<file path="src/pkg/shc_map.svh">
// Purpose: Offsets, field positions, reset values and codes for the
//          host-protocol configuration bank.
// Assumes: Register index is the printed offset; one 32-bit word each.
// Notes:   Definitions only.
`ifndef SHC_MAP_SVH
`define SHC_MAP_SVH
`define SHC_ADDR_W 8
`define SHC_OFF_CONFIG0 8'h04
`define SHC_OFF_CFG_TWO 8'h06
`define SHC_OFF_CAPAB 8'h02
`define SHC_OFF_STATUS 8'h10
`define SHC_OFF_HCTRL 8'h00
`define SHC_OFF_HSTAT 8'h01
`define SHC_OFF_HDATA 8'h02
`define SHC_REMOTE_BIT 7
`define SHC_CFG0_RST 32'h0000_0006
`define SHC_CFG2_RST 32'h0000_0800
`define SHC_CFG0_WMASK 32'h0000_01a7
`define SHC_CFG2_WMASK 32'h0001_f9ff
`define SHC_BIT_FSE 8
`define SHC_BIT_FSS 7
`define SHC_BIT_PROT 6
`define SHC_BIT_RETRY 5
`define SHC_SEL_LSB 0
`define SHC_SEL_MSB 2
`define SHC_SEL_MIN 3'h3
`define SHC_SEL_MAX 3'h6
`define SHC_SEL_16 3'h4
`define SHC_SEL_32 3'h5
`define SHC_SEL_64 3'h6
`define SHC_SEL_FLOOR 3'h3
`define SHC_STRAP_SETTLE 2'h2
`define SHC_CRC8_POLY 8'h07
`define SHC_CRC8_INIT 8'h00
`define SHC_ST_STAMP64 0
`define SHC_ST_STAMPON 1
`define SHC_ST_RETRY 2
`define SHC_ST_PERR 3
`define SHC_HS_ERR 0
`define SHC_HS_REFUSED 1
`endif

</file>
<file path="src/pkg/shc_pkg.sv">
// Purpose: Types shared by both ends of the configuration link.
// Assumes: Constants live in shc_map.svh.
// Notes:   Control-word checks are carried as complement and CRC8.
`default_nettype none
`include "shc_map.svh"
package shc_pkg;
  typedef enum logic [1:0] {SHC_MODE_CHUNK, SHC_MODE_GENERIC} shc_mode_t;
  typedef enum logic [1:0] {SHC_IDLE, SHC_REQ, SHC_WAIT} shc_hst_t;
  // Byte-serial CRC8 step, used by both ends
  function automatic logic [7:0] shc_crc8_byte(input logic [7:0] c,
                                              input logic [7:0] d);
    logic [7:0] x;
    x = c ^ d;
    for (int i = 0; i < 8; i++)
    begin
      x = x[7] ? ((x << 1) ^ `SHC_CRC8_POLY) : (x << 1);
    end
    return x;
  endfunction
  function automatic logic [7:0] shc_crc8_word(input logic [31:0] w);
    logic [7:0] c;
    c = `SHC_CRC8_INIT;
    for (int i = 3; i >= 0; i--)
    begin
      c = shc_crc8_byte(c, w[i*8 +: 8]);
    end
    return c;
  endfunction
endpackage
`default_nettype wire

</file>
<file path="src/pkg/shc_if.sv">
// Purpose: Control-word link between host controller and device bank.
// Assumes: One clock; request is one cycle, answer one cycle later.
// Notes:   Each word travels with complement and CRC8 check fields.
`timescale 1ns/1ps
`default_nettype none
interface shc_if;
  logic req;
  logic wr;
  logic [7:0] addr;
  logic [31:0] wdata;
  logic [31:0] wdata_n;
  logic [7:0] wcrc;
  logic ack;
  logic [31:0] rdata;
  logic [31:0] rdata_n;
  logic [7:0] rcrc;
  logic err;
  modport dev (input req, wr, addr, wdata, wdata_n, wcrc,
               output ack, rdata, rdata_n, rcrc, err);
  modport host (output req, wr, addr, wdata, wdata_n, wcrc,
                input ack, rdata, rdata_n, rcrc, err);
endinterface
`default_nettype wire

</file>
<file path="src/rtl/shc_dev.sv">
// Purpose: Device end: configuration register bank of the host port.
// Assumes: Host keeps one outstanding request; protect strap is static.
// Notes:   Unmapped reads return zero; bad-check writes are dropped.
// What this block does
// - Format bit picks 32 or 64-bit stamps
// - Stamps only when enabled; both reset zero
// - Chunk mode: words carry bitwise complement
// - Generic mode: CRC8 appended both directions
// - Protect bit read-only, strapped at power-up
// - Retry disabled: ignore header sequence bit
// - Retry enabled: unchanged sequence bit means rewrite
// - Payload is two to N, resets 64
// - Selector 100/101/110 gives 16/32/64 bytes
// - Host sets selector before any traffic
// - Host keeps selector stable during frames
// - Selector frozen after sync until reset
// - Host never goes below reported minimum
// - Configuration two at 0x06, resets 0x800
//
// Implementation choice: the plain strobed port.
`timescale 1ns/1ps
`default_nettype none
`include "shc_map.svh"
module shc_dev
  import shc_pkg::*;
(
  input wire logic clk_sys_in,
  input wire logic rst_in,
  input wire logic ce_in,
  shc_if.dev link,
  input wire logic protect_strap_in,
  input wire logic generic_mode_in,
  input wire logic chunk_valid_in,
  input wire logic chunk_sequence_bit_in,
  output logic stamp_enable_out,
  output logic stamp64_out,
  output logic chunk_rewrite_out,
  output logic chunk_accept_out,
  output logic [6:0] chunk_bytes_out,
  output logic [31:0] config0_out,
  output logic [31:0] configuration_two_out
);
  typedef struct packed {
    logic [31:0] cfg0;
    logic [31:0] cfg2;
    logic protect;
    logic strap_s1;
    logic strap_s2;
    logic strap_done;
    logic [1:0] strap_cnt;
    logic last_seq;
    logic seq_seen;
    logic rewrite;
    logic accept;
    logic ack;
    logic err;
    logic perr;
    logic [31:0] rdata;
  } shc_dev_t;

  shc_dev_t st_r;
  shc_dev_t st_nxt;
  logic chk_ok;
  logic [31:0] rd_word;
  logic [31:0] stat_word;

  // Check field of an incoming word depends on the protocol mode
  always_comb
  begin
    chk_ok = 1'b1;
    if (st_r.protect)
    begin
      if (generic_mode_in)
        chk_ok = (shc_crc8_word(link.wdata) == link.wcrc);
      else
        chk_ok = (link.wdata_n == ~link.wdata);
    end
  end

  // Status word exposes decoded behaviour of the bank
  always_comb
  begin
    stat_word = 32'h0000_0000;
    stat_word[`SHC_ST_STAMP64] = stamp64_out;
    stat_word[`SHC_ST_STAMPON] = stamp_enable_out;
    stat_word[`SHC_ST_RETRY] = st_r.cfg0[`SHC_BIT_RETRY];
    stat_word[`SHC_ST_PERR] = st_r.perr;
  end

  // Read decode; reserved and unmapped bits read zero
  always_comb
  begin
    case (link.addr)
      `SHC_OFF_CONFIG0:
      begin
        rd_word = st_r.cfg0 & `SHC_CFG0_WMASK;
        rd_word[`SHC_BIT_PROT] = st_r.protect;
      end
      `SHC_OFF_CFG_TWO: rd_word = st_r.cfg2;
      `SHC_OFF_CAPAB: rd_word = {29'h0, `SHC_SEL_FLOOR};
      `SHC_OFF_STATUS: rd_word = stat_word;
      default: rd_word = 32'h0000_0000;
    endcase
  end

  // Next-state logic of the whole bank
  always_comb
  begin
    st_nxt = st_r;
    st_nxt.ack = 1'b0;
    st_nxt.err = 1'b0;
    st_nxt.rewrite = 1'b0;
    st_nxt.accept = 1'b0;
    // Strap passes two flops; protect is latched only once the pair has
    // filled, since their reset zeros would otherwise be captured
    st_nxt.strap_s1 = protect_strap_in;
    st_nxt.strap_s2 = st_r.strap_s1;
    if (st_r.strap_cnt != `SHC_STRAP_SETTLE)
      st_nxt.strap_cnt = st_r.strap_cnt + 2'h1;
    else if (!st_r.strap_done)
    begin
      st_nxt.protect = st_r.strap_s2;
      st_nxt.strap_done = 1'b1;
    end
    if (link.req)
    begin
      st_nxt.ack = 1'b1;
      if (!chk_ok)
      begin
        st_nxt.err = 1'b1; // Corrupt word: flag it, store nothing
        st_nxt.perr = 1'b1;
        st_nxt.rdata = 32'h0000_0000;
      end
      else if (link.wr)
      begin
        // Masked writes keep protect and reserved bits fixed
        if (link.addr == `SHC_OFF_CONFIG0)
          st_nxt.cfg0 = link.wdata & `SHC_CFG0_WMASK;
        else if (link.addr == `SHC_OFF_CFG_TWO)
          st_nxt.cfg2 = link.wdata & `SHC_CFG2_WMASK;
        else if (link.addr == `SHC_OFF_STATUS)
          st_nxt.perr = st_r.perr & ~link.wdata[`SHC_ST_PERR];
        st_nxt.rdata = 32'h0000_0000;
      end
      else
        st_nxt.rdata = rd_word;
    end
    // Sequence monitor for transmit chunk headers
    if (chunk_valid_in)
    begin
      st_nxt.accept = 1'b1;
      if (st_r.cfg0[`SHC_BIT_RETRY])
      begin
        st_nxt.rewrite = st_r.seq_seen &&
          (chunk_sequence_bit_in == st_r.last_seq);
        st_nxt.last_seq = chunk_sequence_bit_in;
        st_nxt.seq_seen = 1'b1;
      end
    end
  end

  // State register; reset values are constants only
  always_ff @(posedge clk_sys_in or posedge rst_in)
  begin
    if (rst_in)
    begin
      st_r <= '0;
      st_r.cfg0 <= `SHC_CFG0_RST;
      st_r.cfg2 <= `SHC_CFG2_RST;
    end
    else if (ce_in)
      st_r <= st_nxt;
  end

  // Payload size is two to the selector; out-of-range codes clamp
  // to the largest size, so a stray code never shortens a chunk
  // below what the receive side already expects
  always_comb
  begin
    case (st_r.cfg0[`SHC_SEL_MSB:`SHC_SEL_LSB])
      `SHC_SEL_MIN: chunk_bytes_out = 7'h08;
      `SHC_SEL_16: chunk_bytes_out = 7'h10;
      `SHC_SEL_32: chunk_bytes_out = 7'h20;
      `SHC_SEL_64: chunk_bytes_out = 7'h40;
      default: chunk_bytes_out = 7'h40;
    endcase
  end

  // Format takes effect only when stamps are on
  assign stamp_enable_out = st_r.cfg0[`SHC_BIT_FSE];
  assign stamp64_out = st_r.cfg0[`SHC_BIT_FSE] &
                       st_r.cfg0[`SHC_BIT_FSS];
  assign chunk_rewrite_out = st_r.rewrite;
  assign chunk_accept_out = st_r.accept;
  assign configuration_two_out = st_r.cfg2;

  // Read view of config0 with the strapped protect bit in place;
  // kept as a process so it follows every change of the state word
  always_comb
  begin
    config0_out = st_r.cfg0 & `SHC_CFG0_WMASK;
    config0_out[`SHC_BIT_PROT] = st_r.protect;
  end

  // Read data leaves with complement and CRC8 for the host to check
  assign link.ack = st_r.ack;
  assign link.err = st_r.err;
  assign link.rdata = st_r.rdata;
  assign link.rdata_n = ~st_r.rdata;
  assign link.rcrc = shc_crc8_word(st_r.rdata);
endmodule
`default_nettype wire

</file>
<file path="src/flat_wrapper.sv">
// flat-port wrapper written by rule: the top's interface ports become plain ports
module shc_dev_flat import shc_pkg::*;
  (clk_sys_in, rst_in, ce_in, protect_strap_in, generic_mode_in, chunk_valid_in, chunk_sequence_bit_in, stamp_enable_out, stamp64_out, chunk_rewrite_out, chunk_accept_out, chunk_bytes_out, config0_out, configuration_two_out, link_req, link_wr, link_addr, link_wdata, link_wdata_n, link_wcrc, link_ack, link_rdata, link_rdata_n, link_rcrc, link_err);
  shc_if link_i ();
  input wire logic clk_sys_in;
  input wire logic rst_in;
  input wire logic ce_in;
  input wire logic protect_strap_in;
  input wire logic generic_mode_in;
  input wire logic chunk_valid_in;
  input wire logic chunk_sequence_bit_in;
  output logic stamp_enable_out;
  output logic stamp64_out;
  output logic chunk_rewrite_out;
  output logic chunk_accept_out;
  output logic [6:0] chunk_bytes_out;
  output logic [31:0] config0_out;
  output logic [31:0] configuration_two_out;
  input wire logic [$bits(link_i.req)-1:0] link_req;
  input wire logic [$bits(link_i.wr)-1:0] link_wr;
  input wire logic [$bits(link_i.addr)-1:0] link_addr;
  input wire logic [$bits(link_i.wdata)-1:0] link_wdata;
  input wire logic [$bits(link_i.wdata_n)-1:0] link_wdata_n;
  input wire logic [$bits(link_i.wcrc)-1:0] link_wcrc;
  output wire logic [$bits(link_i.ack)-1:0] link_ack;
  output wire logic [$bits(link_i.rdata)-1:0] link_rdata;
  output wire logic [$bits(link_i.rdata_n)-1:0] link_rdata_n;
  output wire logic [$bits(link_i.rcrc)-1:0] link_rcrc;
  output wire logic [$bits(link_i.err)-1:0] link_err;
  assign link_i.req = link_req;
  assign link_i.wr = link_wr;
  assign link_i.addr = link_addr;
  assign link_i.wdata = link_wdata;
  assign link_i.wdata_n = link_wdata_n;
  assign link_i.wcrc = link_wcrc;
  assign link_ack = link_i.ack;
  assign link_rdata = link_i.rdata;
  assign link_rdata_n = link_i.rdata_n;
  assign link_rcrc = link_i.rcrc;
  assign link_err = link_i.err;
  shc_dev u_core (.clk_sys_in(clk_sys_in), .rst_in(rst_in), .ce_in(ce_in), .link(link_i), .protect_strap_in(protect_strap_in), .generic_mode_in(generic_mode_in), .chunk_valid_in(chunk_valid_in), .chunk_sequence_bit_in(chunk_sequence_bit_in), .stamp_enable_out(stamp_enable_out), .stamp64_out(stamp64_out), .chunk_rewrite_out(chunk_rewrite_out), .chunk_accept_out(chunk_accept_out), .chunk_bytes_out(chunk_bytes_out), .config0_out(config0_out), .configuration_two_out(configuration_two_out));
endmodule
</file>
<file path="config.mk">
export PLATFORM = sky130hd
export DESIGN_NAME = shc_dev_flat
export DESIGN_NICKNAME = d
export VERILOG_FILES = /design/src/pkg/shc_pkg.sv /design/src/pkg/shc_if.sv /design/src/rtl/shc_dev.sv /design/src/flat_wrapper.sv
export VERILOG_INCLUDE_DIRS = /design/src /design/src/pkg
export SDC_FILE = /design/constraint.sdc
export NUM_CORES = 1
export LEC_CHECK = 0
export BUFFER_PORTS_ARGS = -buffer_cell sky130_fd_sc_hd__buf_2
export CELL_PAD_IN_SITES_DETAIL_PLACEMENT = 1
export CELL_PAD_IN_SITES_GLOBAL_PLACEMENT = 1
export CORE_MARGIN = 3
export CORE_UTILIZATION = 35
export CTS_BUF_LIST = sky130_fd_sc_hd__clkbuf_4
export DETAILED_ROUTE_END_ITERATION = 10
export PLACE_DENSITY_LB_ADDON = 0.1
export REMOVE_ABC_BUFFERS = 1
export SETUP_SLACK_MARGIN = 0.05
export SYNTH_ARGS = -nofsm -noshare
export SYNTH_HDL_FRONTEND = slang
export SYNTH_SLANG_ARGS = --single-unit
</file>
<file path="constraint.sdc">
create_clock -name clk_sys_in -period 2.1 [get_ports clk_sys_in]
set_clock_uncertainty 0.05 [all_clocks]
set_input_delay 0.42 -clock clk_sys_in [delete_from_list [all_inputs] [get_ports clk_sys_in]]
set_output_delay 0.42 -clock clk_sys_in [all_outputs]
set_load 0.03 [all_outputs]
</file>
After elaboration in Yosys (flattened, before gate mapping)
Index checks and enable logic that the tools add are counted.

storage, ports and cells
  logic and storage cells = 196
  memories kept = 0
  bits in latches = 0
  input bits = 89
  RAM bits = 0
  memory bits (read-only) = 0
  bits in registers = 66
  output and inout bits = 149

cells by class
  $mul = 0
  reductions and logical operators = 9
  add/subtract/negate cells = 1
  shift-type cells = 0
  eq/ne operators = 15
  div/mod/pow operators = 0
  muxes and demuxes = 78
  bitwise gates (word level) = 78
  $lt $le $gt $ge = 0

operator list
  cell                                                              count
  3-bit 2-to-1 mux                                                  64
  3-bit inverter                                                    64
  17-bit case mux with 4 select lines                               1
  32-bit inverter                                                   2
  8-bit bitwise XOR                                                 6
  35-bit 2-to-1 mux                                                 1
  33-bit 2-to-1 mux                                                 1
  32-bit == test                                                    1
  32-bit 2-to-1 mux                                                 1
  7-bit case mux with 3 select lines                                1
  8-bit by 3-bit == test with 1-bit output (second input constant)  2
  6-bit AND reduction                                               2
  2-bit inequality test (second input constant)                     5
  8-bit by 2-bit == test with 1-bit output (second input constant)  1
  8-bit by 5-bit == test with 1-bit output (second input constant)  1
  8-bit == test                                                     1
  1-bit 2-to-1 mux                                                  8
  3-bit == test (second input constant)                             2
  2-bit AND reduction                                               3
  3-bit AND reduction                                               2
  5-bit AND reduction                                               1
  1-bit inverter                                                    4
  3-bit by 2-bit == test with 1-bit output (second input constant)  1
  2-bit by 1-bit adder with 2-bit output (second input constant)    1
  4 further kinds                                                   5

Logic depth before layout (Yosys ltp)
  depth after elaboration = 72
  depth in mapped cells = 11
  gate-level depth less buffers = 9

Worst setup path after synthesis
No wires, ideal clock.

  path kind = input-to-reg
  start point = input port link_wdata[27]
  end point = register u_core.st_r (netlist bit u_core.configuration_two_out[16])
  stages on the path = 11
  library setup time = 0.128 ns
  data arrival time = 3.264 ns
  slack = -1.342 ns
  path buffers = 2
  required time = 1.922 ns
  cell sequence = buf_2 > xnor3_1 > xnor3_1 > xnor2_2 > xnor3_1 > or2_0 > mux2i_2 > a41oi_4 > nor3b_4 > buf_4 > mux2_1

between the ends
  longest elaborated chain between the ends = 27
  elaborated cells on any way between the ends = 54
  classes of those cells = 2 x eq/ne; 26 x mux; 25 x bitwise; 1 x reduce/logical

ends and longest elaborated chain
  item                               RTL line            text
  start, declared                    flat_wrapper.sv:22  input wire logic [$bits(link_i.wdata)-1:0] link_wdata;
  3-bit 2-to-1 mux                   shc_pkg.sv:16       x = x[7] ? ((x << 1) ^ `SHC_CRC8_POLY) : (x << 1);
  3-bit inverter (no line)           --
  3-bit 2-to-1 mux                   shc_pkg.sv:16
  3-bit inverter (no line)           --
  3-bit 2-to-1 mux                   shc_pkg.sv:16
  8-bit bitwise XOR                  shc_pkg.sv:13       x = c ^ d;
  3-bit 2-to-1 mux                   shc_pkg.sv:16
  3-bit inverter (no line)           --
  (+11 left out)                     --
  3-bit inverter (no line)           --
  3-bit 2-to-1 mux                   shc_pkg.sv:16
  3-bit inverter (no line)           --
  3-bit 2-to-1 mux                   shc_pkg.sv:16
  8-bit == test                      shc_dev.sv:74       chk_ok = (shc_crc8_word(link.wdata) == link.wcrc);
  1-bit 2-to-1 mux (*)               shc_dev.sv:73       if (generic_mode_in)
  1-bit 2-to-1 mux (*)               shc_dev.sv:71       if (st_r.protect)
  6-bit AND reduction (no line) (*)  --
  end signal, assigned               shc_dev.sv:172      st_r <= st_nxt;
  end, declared                      shc_dev.sv:61       shc_dev_t st_r;

Mark *: on every way between the ends. The rest lies on a longest branch, timed or not.
A chain may end at the register's enable or synchronous reset.

Final worst setup path
  start point = input port link_wdata[14]
  end point = register u_core.st_r (netlist bit u_core.configuration_two_out[13])

between the ends
  longest elaborated chain between the ends = 16
  elaborated cells on any way between the ends = 27
  classes of those cells = 2 x eq/ne; 13 x mux; 11 x bitwise; 1 x reduce/logical

ends and longest elaborated chain
  item                               RTL line
  8-bit bitwise XOR                  shc_pkg.sv:13
  3-bit 2-to-1 mux                   shc_pkg.sv:16
  3-bit inverter (no line)           --
  3-bit 2-to-1 mux                   shc_pkg.sv:16
  3-bit inverter (no line)           --
  3-bit 2-to-1 mux                   shc_pkg.sv:16
  8-bit bitwise XOR                  shc_pkg.sv:13
  3-bit 2-to-1 mux                   shc_pkg.sv:16
  3-bit inverter (no line)           --
  3-bit 2-to-1 mux                   shc_pkg.sv:16
  3-bit inverter (no line)           --
  3-bit 2-to-1 mux                   shc_pkg.sv:16
  8-bit == test                      shc_dev.sv:74
  1-bit 2-to-1 mux (*)               shc_dev.sv:73
  1-bit 2-to-1 mux (*)               shc_dev.sv:71
  6-bit AND reduction (no line) (*)  --

Marks and branches as above.

==> reports/qor.yml <==
outcome:
  status: "complete, but fails checks"
  violations: "negative setup slack"
pwr:
  ir_drop_mv: 0.223
  p_leak_nw: 3.19
  p_per_area_nw_per_um2: 552
  p_total_w: 0.00345
sta:
  report.final.slew_viol_count: 0
  worstMarginPinSlew_ns: 0.627
  rsz0062_at_grt: "true"
  holdWs_ns: 0.0586
  relSlewSlack_pct: 58.2
  setup_ws_ns: -1.04
  finalCritPeriodShare_pct: 149
  setup_violations: 45
  fin_crit_ns: 3.14
  fmax_ghz: 0.319
  finalHoldViolCount: 0
worst_setup_path:
  worst_setup_path_start_kind: "input pin"
  crit_top_cell: "buf_6"
  path_cells: "buf_6, xnor3_1, xor2_2, xnor3_1, xnor2_1, or3_1, a21boi_2, a41oi_4, buf_6, nor3b_4, buf_6, mux2_2"
  cp_num_buf_inv: 3
  cp_top_family: "XOR/XNOR gates"
  crit_required_ns: 2.29
  endpoint_kind: "flop"
  max_stage_delay_ns: 0.49
  crit_type: "input pin to flop"
  rrSetupSlack_ns: 0.24
  crit_fanout: 10
  slowest_stage: "xnor3_1"
  critPathArrivalTime_ns: 3.33
synth:
  syn_area_per_cell_um2: 10.2
  synth_area_um2: 4750
  yosys_register_bits: 49
  synth.area.top_cells: "dfrtp_1 24%, buf_4 18%, xnor2_1 16%, xor2_1 6.3%, xnor3_1 6.2%"
  synth_warnings: 0
  synth_top_area_share_pct: 24.2
  synth_edf_count: 0
  synth_ff_type: "dfrtp_1"
  yosys.area.top_type: "dfrtp_1"
  async_flop_share_pct: 100
  netlist-cell-type-count: 50
  ys_seq_area_share_pct: 25.9
  netlist_instances: 466
clock_network:
  clk_path_buf_depth: 2
  clk_latency_ns: 0.35
  htreeDepth: 2
  cts_tree: "done"
  cts_num_sinks: 49
  numCtsBuffers: 5
  path_clk_slew_ns: 0.16
  clockRootBuffer: "clkbuf_4"
placement:
  post-dp-hpwl_um: 11900
  io_buffer_count: 158
  place_congestion: 0.856
layout:
  num_antenna_cells: 0
  final_layout_size_suffix_gt1_share_pct: 49.0
  final_nets: 756
  area_delta_synth_final_pct: 31.3
die:
  core_um2: 12900
  dieHeight_um: 123
  pin_count: 238
  die_w_um: 123
  die_area_um2: 15000
  initial_utilization_pct: 36.7
  fp-row-count: 41
global_route:
  antenna_found_initial: 0
  grt_pass1_wl_um: 20700
  grt_usage_pct: 17.9
  grt_pass1_vias: 3881
  gr-total-overflow: 0
  grt_max_degree: 28
detailed_routing:
  first_iter_violations: 132
  via_count: 3658
  drt.antenna.violating_nets: 0
  drc_errors: 0
  via_per_inst: 4.36
  drtPass1Iterations: 4
  wirelength_um: 13900
  routedWlPerCell_um: 16.6
job:
  maxCapViolCount: 0
hold_path:
  hp-class: "input pin to async pin"
==> layout make-up <==
cell class	count	area (um2)
clock inverters	3	17.5
flip-flops and latches	49	1240
fillers	1537	6690
inverters	24	90.1
well taps	172	215
clock buffers	5	37.5
multi-input cells	341	3100
repair buffers	245	1540
==> power by group <==
group	switching (W)	total, W	internal [W]
Combinational	0.00101	0.00196	0.000942
Clock	0.000305	0.000433	0.000128
Sequential	0.0000538	0.00106	0.00100
Total	0.00137	0.00345	0.00207
==> cells by family (layout without fill, tap and decap cells) <==
logic type	count (synthesis)	in the layout	share of synthesized area, %
buffers and inverters	153	277	21.6
multiplexers	34	34	8.53
AO/OA/AOI/OAI	34	34	6.14
XOR/XNOR	140	140	31.2
AND/OR/NAND/NOR	53	53	6.22
other	2	79	0.158
adder cells (fa/ha/maj)	1	1	0.263
flip-flops	49	49	25.9
==> timing repair <==
item,in CTS,in global routing
pin swaps,30,14
hold buffers,0,0
buffers inserted,6,5
resized for setup,52,18
gates cloned,1,0
endpoints found under the hold margin,0,0
setup endpoints to repair,46,46
==> final timing paths <==
check,cells past startpoint,from,to
worst min-delay path,2,rst_in,u_core.link.ack
worst max-delay path,12,link_wdata[14],u_core.configuration_two_out[13]
worst max register to register,8,u_core.config0_out[6],u_core.link.rdata[16]
max in group asynchronous,3,rst_in,u_core.configuration_two_out[11]
worst min register to register,1,u_core.st_r[41],u_core.st_r[41]
min in group clk_sys_in,2,protect_strap_in,u_core.st_nxt[42]
==> cells in the mapped netlist, types with 2 or more instances <==
cell type    n
a31oi_1      2
xnor3_1     13
dfrtp_1     46
and2_1       2
inv_1       24
nand2b_1     4
xnor2_2      4
nand4_1      7
nor3_1       2
nor2_1       8
a21oi_1      3
mux2i_1      2
mux2_2      15
conb_1       2
xor2_1      34
nor4_1       3
a32o_1      11
clkbuf_1     6
nand2_1     12
nor3b_1      2
mux2_4       6
buf_2        3
or2_2        2
nand3_1      4
buf_1        2
xor2_2       2
a22o_1       6
buf_4      117
mux2_1      10
xnor2_1     85
o21ai_0      6
dfstp_2      3
==> placed cells by master, fill, tap and decap left out, types with 6 or more instances in the layout <==
cell type | synthesis | final
conb_1 | 2 | 79
mux2_4 | 6 | 8
xnor2_4 | 1 | 7
a32o_1 | 11 | 10
xnor3_1 | 13 | 13
inv_1 | 24 | 23
buf_2 | 3 | 149
xor2_2 | 2 | 6
nand2_1 | 12 | 12
nor2_1 | 8 | 8
nand4_1 | 7 | 7
xnor2_1 | 85 | 64
buf_4 | 117 | 81
mux2_2 | 15 | 13
xor2_1 | 34 | 28
xnor2_2 | 4 | 19
a22o_1 | 6 | 6
dfrtp_1 | 46 | 41
buf_6 | 1 | 13
mux2_1 | 10 | 10
==> state kept, by name, summed over array words and instances (netlist names) <==
signal and count:
u_core.config0_out 7, u_core.st_r 7, u_core.chunk_rewrite_out 1, u_core.configuration_two_out 15, u_core.chunk_accept_out 1, u_core.link.rdata 15, u_core.st_nxt 1, u_core.link.err 1
u_core.link.ack 1
==> layer usage <==
layer | track usage [%] | routed length (um) | vias to the layer above
met2 | 32.8 | 7110 | 162
met3 | 2.58 | 845 | 7
met4 | 2.45 | 109 | 0
li1 | - | - | 1729
met1 | 22.9 | 5830 | 1760
met5 | 0 | 0 | -
==> metrics by stage <==
step,utilization [%],setup slack [ns],cell area (um2),setup TNS (ns),instances
floorplan,-,-1.33,4110,-46.39,414
global route,48.2,-1.11,6240,-40.48,839
finish,48.2,-1.04,6240,-36.89,839
detailed placement,44.2,-1.67,5710,-59.17,821
global placement,44.2,-1.52,5710,-54.01,821
CTS,47.2,-1.01,6100,-36.92,836
(Power assumes the default switching activity.)
